`src/verilog/sfbs_pkg.sv`:
```
`default_nettype none
package sfbs_pkg;
    // flash command codes
    localparam logic [7:0] FLASH_STATUS_REGISTER_WRITE_CMD = 8'h01;
    localparam logic [7:0] FLASH_STATUS_REGISTER_READ_CMD  = 8'h05;
    localparam logic [7:0] FLASH_WRITE_ENABLE_CMD          = 8'h06;
    localparam logic [7:0] QUAD_READ_4B_CMD                = 8'hEC;
    // configuration register fields
    localparam int         QUAD_ENABLE_BIT_POS    = 1;
    localparam int         LATENCY_CODE_POS       = 6;
    localparam logic [1:0] LATENCY_CODE_RESET     = 2'h0;
    // status register busy flag position
    localparam int         BUSY_BIT_POS           = 0;
    // controller settings
    localparam logic [1:0] CHANNEL_ALLOWED        = 2'h0;
    localparam logic [2:0] CLK_DIV_RESET          = 3'h0;
    localparam logic [2:0] CLK_DIV_BY4            = 3'h4;
    localparam logic [2:0] CLK_DIV_BY2            = 3'h2;
    localparam logic [2:0] BUS_WIDTH_1            = 3'h1;
    localparam logic [2:0] BUS_WIDTH_4            = 3'h4;
    localparam logic [7:0] READ_CMD_RESET         = 8'h03;
    localparam logic [2:0] DELAY_RESET            = 3'h0;
    localparam int         POLL_LIMIT             = 1024;

    typedef enum logic [3:0] {
        SFBS_IDLE     = 4'h0,
        SFBS_STEP1    = 4'h1,
        SFBS_CACHE    = 4'h2,
        SFBS_WREN     = 4'h3,
        SFBS_WREN_W   = 4'h4,
        SFBS_WRREG    = 4'h5,
        SFBS_WRREG_W  = 4'h6,
        SFBS_POLL     = 4'h7,
        SFBS_POLL_W   = 4'h8,
        SFBS_WIDEN    = 4'h9,
        SFBS_READCMD  = 4'hA,
        SFBS_DONE     = 4'hB,
        SFBS_FAIL     = 4'hC
    } sfbs_state_t;
endpackage
`default_nettype wire

```
`src/verilog/sfbs_sequencer.sv`:
```
`timescale 1ns/10ps
`default_nettype none
module sfbs_sequencer
    import sfbs_pkg::*;
#(
    parameter int          POLL_MAX = POLL_LIMIT,
    parameter logic [2:0]  DELAY_CYC = 3'h1,
    parameter logic [1:0]  LAT_CODE  = 2'h0
) (
    input  wire logic       clock,          // bus clock
    input  wire logic       rst,            // async reset, high
    input  wire logic       clk_en,         // freezes all state when low
    input  wire logic       start,          // one-cycle start request
    input  wire logic [1:0] channel,        // controller channel selected
    output logic            cmd_valid,      // command request to controller
    output logic [7:0]      cmd_code,       // command opcode
    output logic            cmd_has_data,   // command carries one data byte
    output logic [7:0]      cmd_wdata,      // data byte for register write
    input  wire logic       cmd_done,       // command finished pulse
    input  wire logic       cmd_err,        // command failed, with cmd_done
    input  wire logic [7:0] cmd_rdata,      // status byte read back
    output logic [2:0]      delay_cycles,   // inserted delay cycle count
    output logic [2:0]      clk_div,        // serial clock divisor
    output logic            cache_en,       // read cache enable
    output logic [2:0]      bus_width,      // transfer lines
    output logic [7:0]      read_cmd,       // memory-mapped read command
    output logic            busy,           // sequence running
    output logic            done,           // sequence finished ok
    output logic            fail            // sequence failed
);
    sfbs_state_t state_r;
    logic [7:0]  cmd_code_r;
    logic        has_data_r;
    logic [7:0]  wdata_r;
    logic        stage2_r;
    logic [10:0] poll_cnt_r;

    // config byte for the flash register write
    function automatic logic [7:0] cfg_byte(input logic [1:0] lc);
        logic [7:0] b;
        b = 8'h00;
        b[QUAD_ENABLE_BIT_POS] = 1'b1;
        b[LATENCY_CODE_POS +: 2] = lc;
        return b;
    endfunction

    // main sequence; first stage never touches flash, second writes config
    always_ff @(posedge clock or posedge rst) begin
        if (rst) begin
            state_r    <= SFBS_IDLE;
            cmd_code_r <= 8'h00;
            has_data_r <= 1'b0;
            wdata_r    <= 8'h00;
            stage2_r   <= 1'b0;
            poll_cnt_r <= 11'h000;
        end else if (clk_en) begin
            case (state_r)
                SFBS_IDLE: begin
                    if (start) begin
                        // only channel 0 may carry the sequence
                        if (channel != CHANNEL_ALLOWED) begin
                            state_r <= SFBS_FAIL;
                        end else begin
                            state_r <= SFBS_STEP1;
                        end
                    end
                end
                SFBS_STEP1: begin
                    state_r <= SFBS_CACHE;
                end
                SFBS_CACHE: begin
                    state_r    <= SFBS_WREN;
                    cmd_code_r <= FLASH_WRITE_ENABLE_CMD;
                    has_data_r <= 1'b0;
                end
                SFBS_WREN: begin
                    state_r <= SFBS_WREN_W;
                end
                SFBS_WREN_W: begin
                    if (cmd_done) begin
                        if (cmd_err) begin
                            state_r <= SFBS_FAIL;
                        end else begin
                            state_r    <= SFBS_WRREG;
                            cmd_code_r <= FLASH_STATUS_REGISTER_WRITE_CMD;
                            has_data_r <= 1'b1;
                            wdata_r    <= cfg_byte(LAT_CODE);
                        end
                    end
                end
                SFBS_WRREG: begin
                    state_r <= SFBS_WRREG_W;
                end
                SFBS_WRREG_W: begin
                    if (cmd_done) begin
                        if (cmd_err) begin
                            state_r <= SFBS_FAIL;
                        end else begin
                            state_r    <= SFBS_POLL;
                            cmd_code_r <= FLASH_STATUS_REGISTER_READ_CMD;
                            has_data_r <= 1'b0;
                            poll_cnt_r <= 11'h000;
                        end
                    end
                end
                SFBS_POLL: begin
                    state_r <= SFBS_POLL_W;
                end
                SFBS_POLL_W: begin
                    if (cmd_done) begin
                        if (cmd_err) begin
                            state_r <= SFBS_FAIL;
                        end else if (cmd_rdata[BUSY_BIT_POS]) begin
                            // a dead flash must not hang boot forever
                            if (poll_cnt_r == 11'(POLL_MAX - 1)) begin
                                state_r <= SFBS_FAIL;
                            end else begin
                                poll_cnt_r <= poll_cnt_r + 11'h001;
                                state_r    <= SFBS_POLL;
                            end
                        end else begin
                            state_r <= SFBS_WIDEN;
                        end
                    end
                end
                SFBS_WIDEN: begin
                    state_r <= SFBS_READCMD;
                end
                SFBS_READCMD: begin
                    state_r  <= SFBS_DONE;
                    stage2_r <= 1'b1;
                end
                SFBS_DONE: begin
                    if (start) begin
                        state_r <= SFBS_IDLE;
                    end
                end
                SFBS_FAIL: begin
                    if (start) begin
                        state_r <= SFBS_IDLE;
                    end
                end
                default: begin
                    state_r <= SFBS_IDLE;
                end
            endcase
        end
    end

    // controller settings, moved in set states (STEP1, CACHE, WIDEN, READCMD) so order is kept
    always_ff @(posedge clock or posedge rst) begin
        if (rst) begin
            delay_cycles <= DELAY_RESET;
            clk_div      <= CLK_DIV_RESET;
            cache_en     <= 1'b0;
            bus_width    <= BUS_WIDTH_1;
            read_cmd     <= READ_CMD_RESET;
        end else if (clk_en) begin
            if (state_r == SFBS_STEP1) begin
                delay_cycles <= DELAY_CYC;
                clk_div      <= CLK_DIV_BY4;
            end
            if (state_r == SFBS_CACHE) begin
                cache_en <= 1'b1;
            end
            if (state_r == SFBS_WIDEN) begin
                bus_width <= BUS_WIDTH_4;
            end
            if (state_r == SFBS_READCMD) begin
                read_cmd <= QUAD_READ_4B_CMD;
                clk_div  <= CLK_DIV_BY2;
            end
        end
    end

    // command request is high for the one cycle of each issue state, not while waiting for done
    assign cmd_valid = (state_r == SFBS_WREN) || (state_r == SFBS_WRREG) ||
                       (state_r == SFBS_POLL);
    assign cmd_code     = cmd_code_r;
    assign cmd_has_data = has_data_r;
    assign cmd_wdata    = wdata_r;
    assign busy = (state_r != SFBS_IDLE) && (state_r != SFBS_DONE) &&
                  (state_r != SFBS_FAIL);
    assign done = (state_r == SFBS_DONE);
    assign fail = (state_r == SFBS_FAIL);

    // widening waits for a clean status poll
    a_widen_after_idle: assert property (@(posedge clock) disable iff (rst)
        (clk_en && state_r == SFBS_POLL_W && cmd_done && !cmd_err && cmd_rdata[BUSY_BIT_POS])
        |=> state_r != SFBS_WIDEN)
        else $error("bus widened while flash busy");
    a_idle_widens: assert property (@(posedge clock) disable iff (rst)
        (clk_en && state_r == SFBS_POLL_W && cmd_done && !cmd_err && !cmd_rdata[BUSY_BIT_POS])
        |=> state_r == SFBS_WIDEN)
        else $error("clean poll did not widen");
    a_div4_then_cache: assert property (@(posedge clock) disable iff (rst)
        $rose(cache_en) |-> clk_div == CLK_DIV_BY4 && delay_cycles == DELAY_CYC)
        else $error("cache enabled before clock set");
    a_wide_after_cfg: assert property (@(posedge clock) disable iff (rst)
        $rose(bus_width == BUS_WIDTH_4) |-> stage2_r == 1'b0 && read_cmd == READ_CMD_RESET)
        else $error("bus width changed out of order");
    a_readcmd_div2: assert property (@(posedge clock) disable iff (rst)
        $changed(read_cmd) |-> read_cmd == QUAD_READ_4B_CMD && clk_div == CLK_DIV_BY2 &&
        bus_width == BUS_WIDTH_4)
        else $error("read command set without div2");
    a_flash_status_register_write_cmd_code: assert property (@(posedge clock) disable iff (rst)
        (state_r == SFBS_WRREG) |-> cmd_valid && cmd_code == FLASH_STATUS_REGISTER_WRITE_CMD
        && cmd_wdata[QUAD_ENABLE_BIT_POS])
        else $error("register write has wrong code");
    a_poll_code: assert property (@(posedge clock) disable iff (rst)
        (state_r == SFBS_POLL) |-> cmd_code == FLASH_STATUS_REGISTER_READ_CMD && !cmd_has_data)
        else $error("poll has wrong code");
    a_err_fails: assert property (@(posedge clock) disable iff (rst)
        (clk_en && cmd_done && cmd_err && state_r == SFBS_WREN_W) |=> fail)
        else $error("command error not flagged");
    a_bad_channel: assert property (@(posedge clock) disable iff (rst)
        (clk_en && state_r == SFBS_IDLE && start && channel != CHANNEL_ALLOWED) |=> fail)
        else $error("bad channel accepted");
endmodule
`default_nettype wire

```
`config.mk`:
```
export PLATFORM = sky130hd
export DESIGN_NAME = sfbs_sequencer
export DESIGN_NICKNAME = d
export VERILOG_FILES = /design/src/verilog/sfbs_pkg.sv /design/src/verilog/sfbs_sequencer.sv
export SDC_FILE = /design/constraint.sdc
export NUM_CORES = 1
export LEC_CHECK = 0
export BUFFER_PORTS_ARGS = -buffer_cell sky130_fd_sc_hd__buf_2
export CAP_MARGIN = 5
export CORE_AREA = 2 2 79 51
export CTS_BUF_LIST = sky130_fd_sc_hd__clkbuf_2 sky130_fd_sc_hd__clkbuf_4 sky130_fd_sc_hd__clkbuf_8
export CTS_CLUSTER_SIZE = 8
export DETAILED_ROUTE_END_ITERATION = 7
export DIE_AREA = 0 0 81 53
export PLACE_DENSITY = 0.91
export SLEW_MARGIN = 25
export SYNTH_ARGS = -nofsm -noshare
export SYNTH_HDL_FRONTEND = slang
export SYNTH_SLANG_ARGS = --single-unit
```
`constraint.sdc`:
```
create_clock -name clock -period 2.65 [get_ports clock]
set_input_delay 0.1325 -clock clock [delete_from_list [all_inputs] [get_ports clock]]
set_output_delay 0.1325 -clock clock [all_outputs]
set_load 0.01 [all_outputs]
```
; Word level (Yosys, flattened, before mapping)
; Index checks and enable logic that the tools add are counted.
[word_totals]
inputBits = 16
ff_bits = 35
wordCells = 88
out_inout_bits = 39
[op_classes]
eq_ne = 25
bitwise = 1
n_addsub = 1
n_reduce_logical = 20
n_mux = 31
[op_table]
columns = op, n
row1 = $mux W11, 6
row2 = $pmux W4 S12, 1
row3 = $mux W4, 11
row4 = $mux W8, 4
row5 = $pmux W8 S3, 1
row6 = $pmux W11 S2, 1
row7 = $eq A4 B4 Y1 const B, 5
row8 = $ne A2 B2 Y1 const B, 9
row9 = $eq A4 B3 Y1 const B, 4
row10 = $reduce_and A6 Y1, 2
row11 = $add A11 B1 Y11 const B, 1
row12 = $eq A11 B10 Y1 const B, 1
row13 = $reduce_and A2 Y1, 5
row14 = $eq A4 B2 Y1 const B, 2
row15 = $ne A4 B4 Y1 const B, 2
row16 = $reduce_and A8 Y1, 1
row17 = $mux W3, 2
row18 = $reduce_bool A2 Y1, 3
row19 = $eq A4 B1 Y1 const B, 1
row20 = $logic_not A4 Y1, 1
row21 = $mux W1, 4
row22 = $reduce_and A4 Y1, 1
row23 = $reduce_bool A4 Y1, 1
row24 = $pmux W1 S3, 1
row25 = other kinds (6), 8

; Logic depth before layout (Yosys ltp)
[logic_depth]
word_depth = 6
mapped_depth = 8
depth_no_buf = 6

; Worst setup path after synthesis
; OpenSTA, ideal clock, no wires.
[synth_timing]
kind = reg2reg
startpoint = register poll_cnt_r[0]
endpoint = register poll_cnt_r[0]
n_path_buf = 2
arrival_time_ns = 1.813
setup_slack_ns = 0.719
period_less_slack_ns = 1.931
setup_time_ns = 0.118
t_required_ns = 2.532
stages_incl_launch_ff = 9
cell_sequence = dfrtp_1 ha_1 nand4_1 or4_1 buf_2 o21ai_4 buf_6 nor3_1 a21o_1
[synth_via]
elab_chain_len = 6
elab_cells_between_ends = 9
cone_classes = add/sub (1) / eq/ne (2) / mux (5) / reduce/logical (1)
[synth_lines]
columns = item, line
row1 = "start, declared", sfbs_sequencer.sv:36  ; logic [10:0] poll_cnt_r;
row2 = "start signal, assigned", sfbs_sequencer.sv:118  ; poll_cnt_r <= poll_cnt_r + 11'h001;
row3 = $add A11 B1 Y11, sfbs_sequencer.sv:118
row4 = $mux W11, sfbs_sequencer.sv:115  ; if (poll_cnt_r == 11'(POLL_MAX - 1)) begin
row5 = $mux W11, sfbs_sequencer.sv:113  ; end else if (cmd_rdata[BUSY_BIT_POS]) begin
row6 = $mux W11, sfbs_sequencer.sv:111  ; if (cmd_err) begin
row7 = $mux W11, sfbs_sequencer.sv:110  ; if (cmd_done) begin
row8 = $pmux W11 S2, sfbs_sequencer.sv:57  ; case (state_r)
; Several ways; a longest one is shown, not always the timed one. The select of a mux whose other input is x is not followed.
; A chain may end at the register's enable or synchronous reset.

; Worst setup path in the final report
; Same ends and word-level chain as after synthesis.

==> out/summary.txt <==
measured slew at the worst slew-check pin: 599 ps
CTS tree: built
Slew HR: 0.601
r2r startpoint: poll_cnt_r[0]
total clock sinks: 28
R2R Setup Slk: 330 ps
Clock Skew: 4.03 ps
vias in the first global route: 1255
LEAKAGE: 0.900 nW
Skew-Pair Late Insertion Delay: 270 ps
status: finished, final reports clean
Vert. Die Dim: 53 um
Mean Syn Cell Area: 8.97 um2
Fin. Hold Viols: 0
crit-path max FO: 16
CP Class: register to register
setup total negative slack: 0 ps
core area: 3530 um2
FF-to-FF End: poll_cnt_r[0]
drc violations: 0
most frequent cell after synthesis: dfrtp_1
ys flop type: dfrtp_1
Routed WL per cell: 13.5 um
cell depth of the worst setup path: 6
CP max stage delay: 630 ps
Worst-path clk slew: 90 ps
HPWL after DPL: 2.76 mm
DRT Wirelength: 3.60 mm
Max-Cap Viols: 0
final core occ: 0.541
post-synthesis sequential area ratio: 0.392
critical path's top delay family: simple AND/OR/NAND/NOR gates
flop and latch count out of synthesis: 28
layout cells sized above 1: 0.195
Initial Util: 0.508
maximum clock insertion buffer count: 2
Worst Path Required: 2820 ps
hold path start: cmd_err
max-slew violations: 0
post-synth cell types: 46
number of synthesized flops with an enable pin: 0
biggest area consumer among synthesized cells: dfrtp_1
worst r2r path cells: 6
RSZ-0062 raised after global routing: no
Slowest-stage cell, CP: or4_1
GPL Wtd Cong: 0.908
Yosys top cell area share: 0.363
Worst setup EP type: register
# IOs: 55
DR pass1 iterations: 4
Via Count: 1494
top post-synthesis cells by area: dfrtp_1 (36%), buf_4 (9.2%), or4_1 (4.2%)
total grt overflow: 0
Final nets: 239
die width: 81 um
Hold Path End: state_r[0]
global-route wire length before repair: 6.03 mm
asr flop ratio synth: 1.00
Hold WC Path Type: input port to register
CP Launch Type: register
Die ar.: 4290 um2
Yosys warnings: 0
pwr/cell area: 824 nW/um2
Post-Syn Area: 1790 um2
final setup fails: 0
DR iter-0 viols: 177
Num CTS Buffers: 3
critical path cell sequence: ha_1, nand4_1, or4_1, o21ai_4, nor3_1, a21o_1
final cell count without fillers: 267
initial antenna violation count: 0
Max IR drop VDD: 346 uV
placed cells: 263
IO buf count: 30
Synth Instances: 200
antenna fix cells: 0
# rows: 17
Via-to-Cell Ratio: 5.60
Min Clock Period, post-route: 2320 ps
largest net degree at the start of global routing: 29
worst hold stages: 3
WP data arrival: 2490 ps
Max Fclk: 431 MHz
worst hold margin: 283 ps
Area Overhead vs Synth: 6.55%
H-tree depth: 1
Root Driver: clkbuf_8
most common library cells after synthesis: dfrtp_1 (26), buf_4 (22), nor2_1 (19)
crit path buf inv count: 0
Final period util: 0.876
post-CTS sizing: 0
gr usage total: 0.185
post-route ant nets: 0
-- cell usage in the layout (no fill, tap or decap), types with 5 or more instances in the layout --
master | Yosys | final
nor2b_1 | 6 | 6
nand3_1 | 6 | 6
conb_1 | 1 | 17
nor2_1 | 19 | 19
and3_1 | 6 | 6
buf_2 | 3 | 30
or4_1 | 10 | 10
o31ai_1 | 7 | 7
a21oi_1 | 8 | 8
inv_1 | 6 | 5
nand2b_1 | 8 | 8
nand2_1 | 11 | 11
o21ai_0 | 10 | 10
dfrtp_1 | 26 | 26
-- how the worst max path moves through the flow --
| stage | startpoint | endpoint | slack [ps] |
|---|---|---|---|
| finish | poll_cnt_r[0] | poll_cnt_r[0] | 330 |
| global route | poll_cnt_r[0] | poll_cnt_r[0] | 160 |
| CTS | poll_cnt_r[0] | poll_cnt_r[0] | 370 |
| detailed placement | poll_cnt_r[0] | poll_cnt_r[0] | 390 |
| global placement | poll_cnt_r[0] | poll_cnt_r[7] | 460 |
| floorplan | poll_cnt_r[0] | poll_cnt_r[0] | 720 |
-- state kept, by name (all words and copies together), names as in the netlist --
register and flops:
poll_cnt_r 11, state_r 4, cmd_code 3, bus_width 2, clk_div 2, read_cmd 2
cache_en 1, cmd_has_data 1, cmd_wdata 1, delay_cycles 1
-- cells by family (layout without fill, tap and decap cells) --
logic type                 count (synthesis)  count (layout)  synth area share
and+or+nand+nor                           85              85             0.275
AOI/OAI and AO/OA                         45              45             0.179
buffers and inverters                     37              41             0.130
DFF                                       28              28             0.392
xor gates and xnor gates                   2               2           0.00976
adders and majority gates                  1               1           0.00697
other                                      1              17           0.00209
muxes                                      1               1           0.00558
-- per-layer routing --
metal / GRT usage / part of all wire
met5: 0 / 0
met4: 0.0452 / 0.0039
met3: 0.0444 / 0.084
met2: 0.270 / 0.43
met1: 0.274 / 0.49
-- stage by stage --
stage | setup WS [ps] | instance area [um2] | total power [mW]
2_1_floorplan | 719 | 1850 | 1.20
3_3_place_gp | 455 | 1860 | 1.33
3_5_place_dp | 389 | 1860 | 1.36
4_1_cts | 370 | 1900 | 1.58
5_1_grt | 162 | 1910 | 1.71
6_report | 329 | 1910 | 1.57
-- power by group --
group	internal, mW	switching [mW]
registers	0.523	0.153
clock network	0.102	0.120
logic	0.304	0.372
-- worst reg2reg max path: stages, from the launching register on --
cell and delay, ps:
dfrtp_1 420, ha_1 240, nand4_1 270, or4_1 640, o21ai_4 380, nor3_1 100, a21o_1 170
-- final cells by class --
class / count / area, um2
Clock buffer: 3 / 41.3
Fill cell: 333 / 1620
Inverter: 6 / 22.5
Multi-Input combinational cell: 151 / 918
Sequential cell: 28 / 703
Tap cell: 47 / 58.8
Timing Repair Buffer: 32 / 168
-- what timing repair did --
action,in CTS,in global routing
hold buffers,0,1
endpoints found under the setup margin,0,0
setup buffers,0,0
endpoints found under the hold margin,0,26
(Power assumes the default switching activity.)
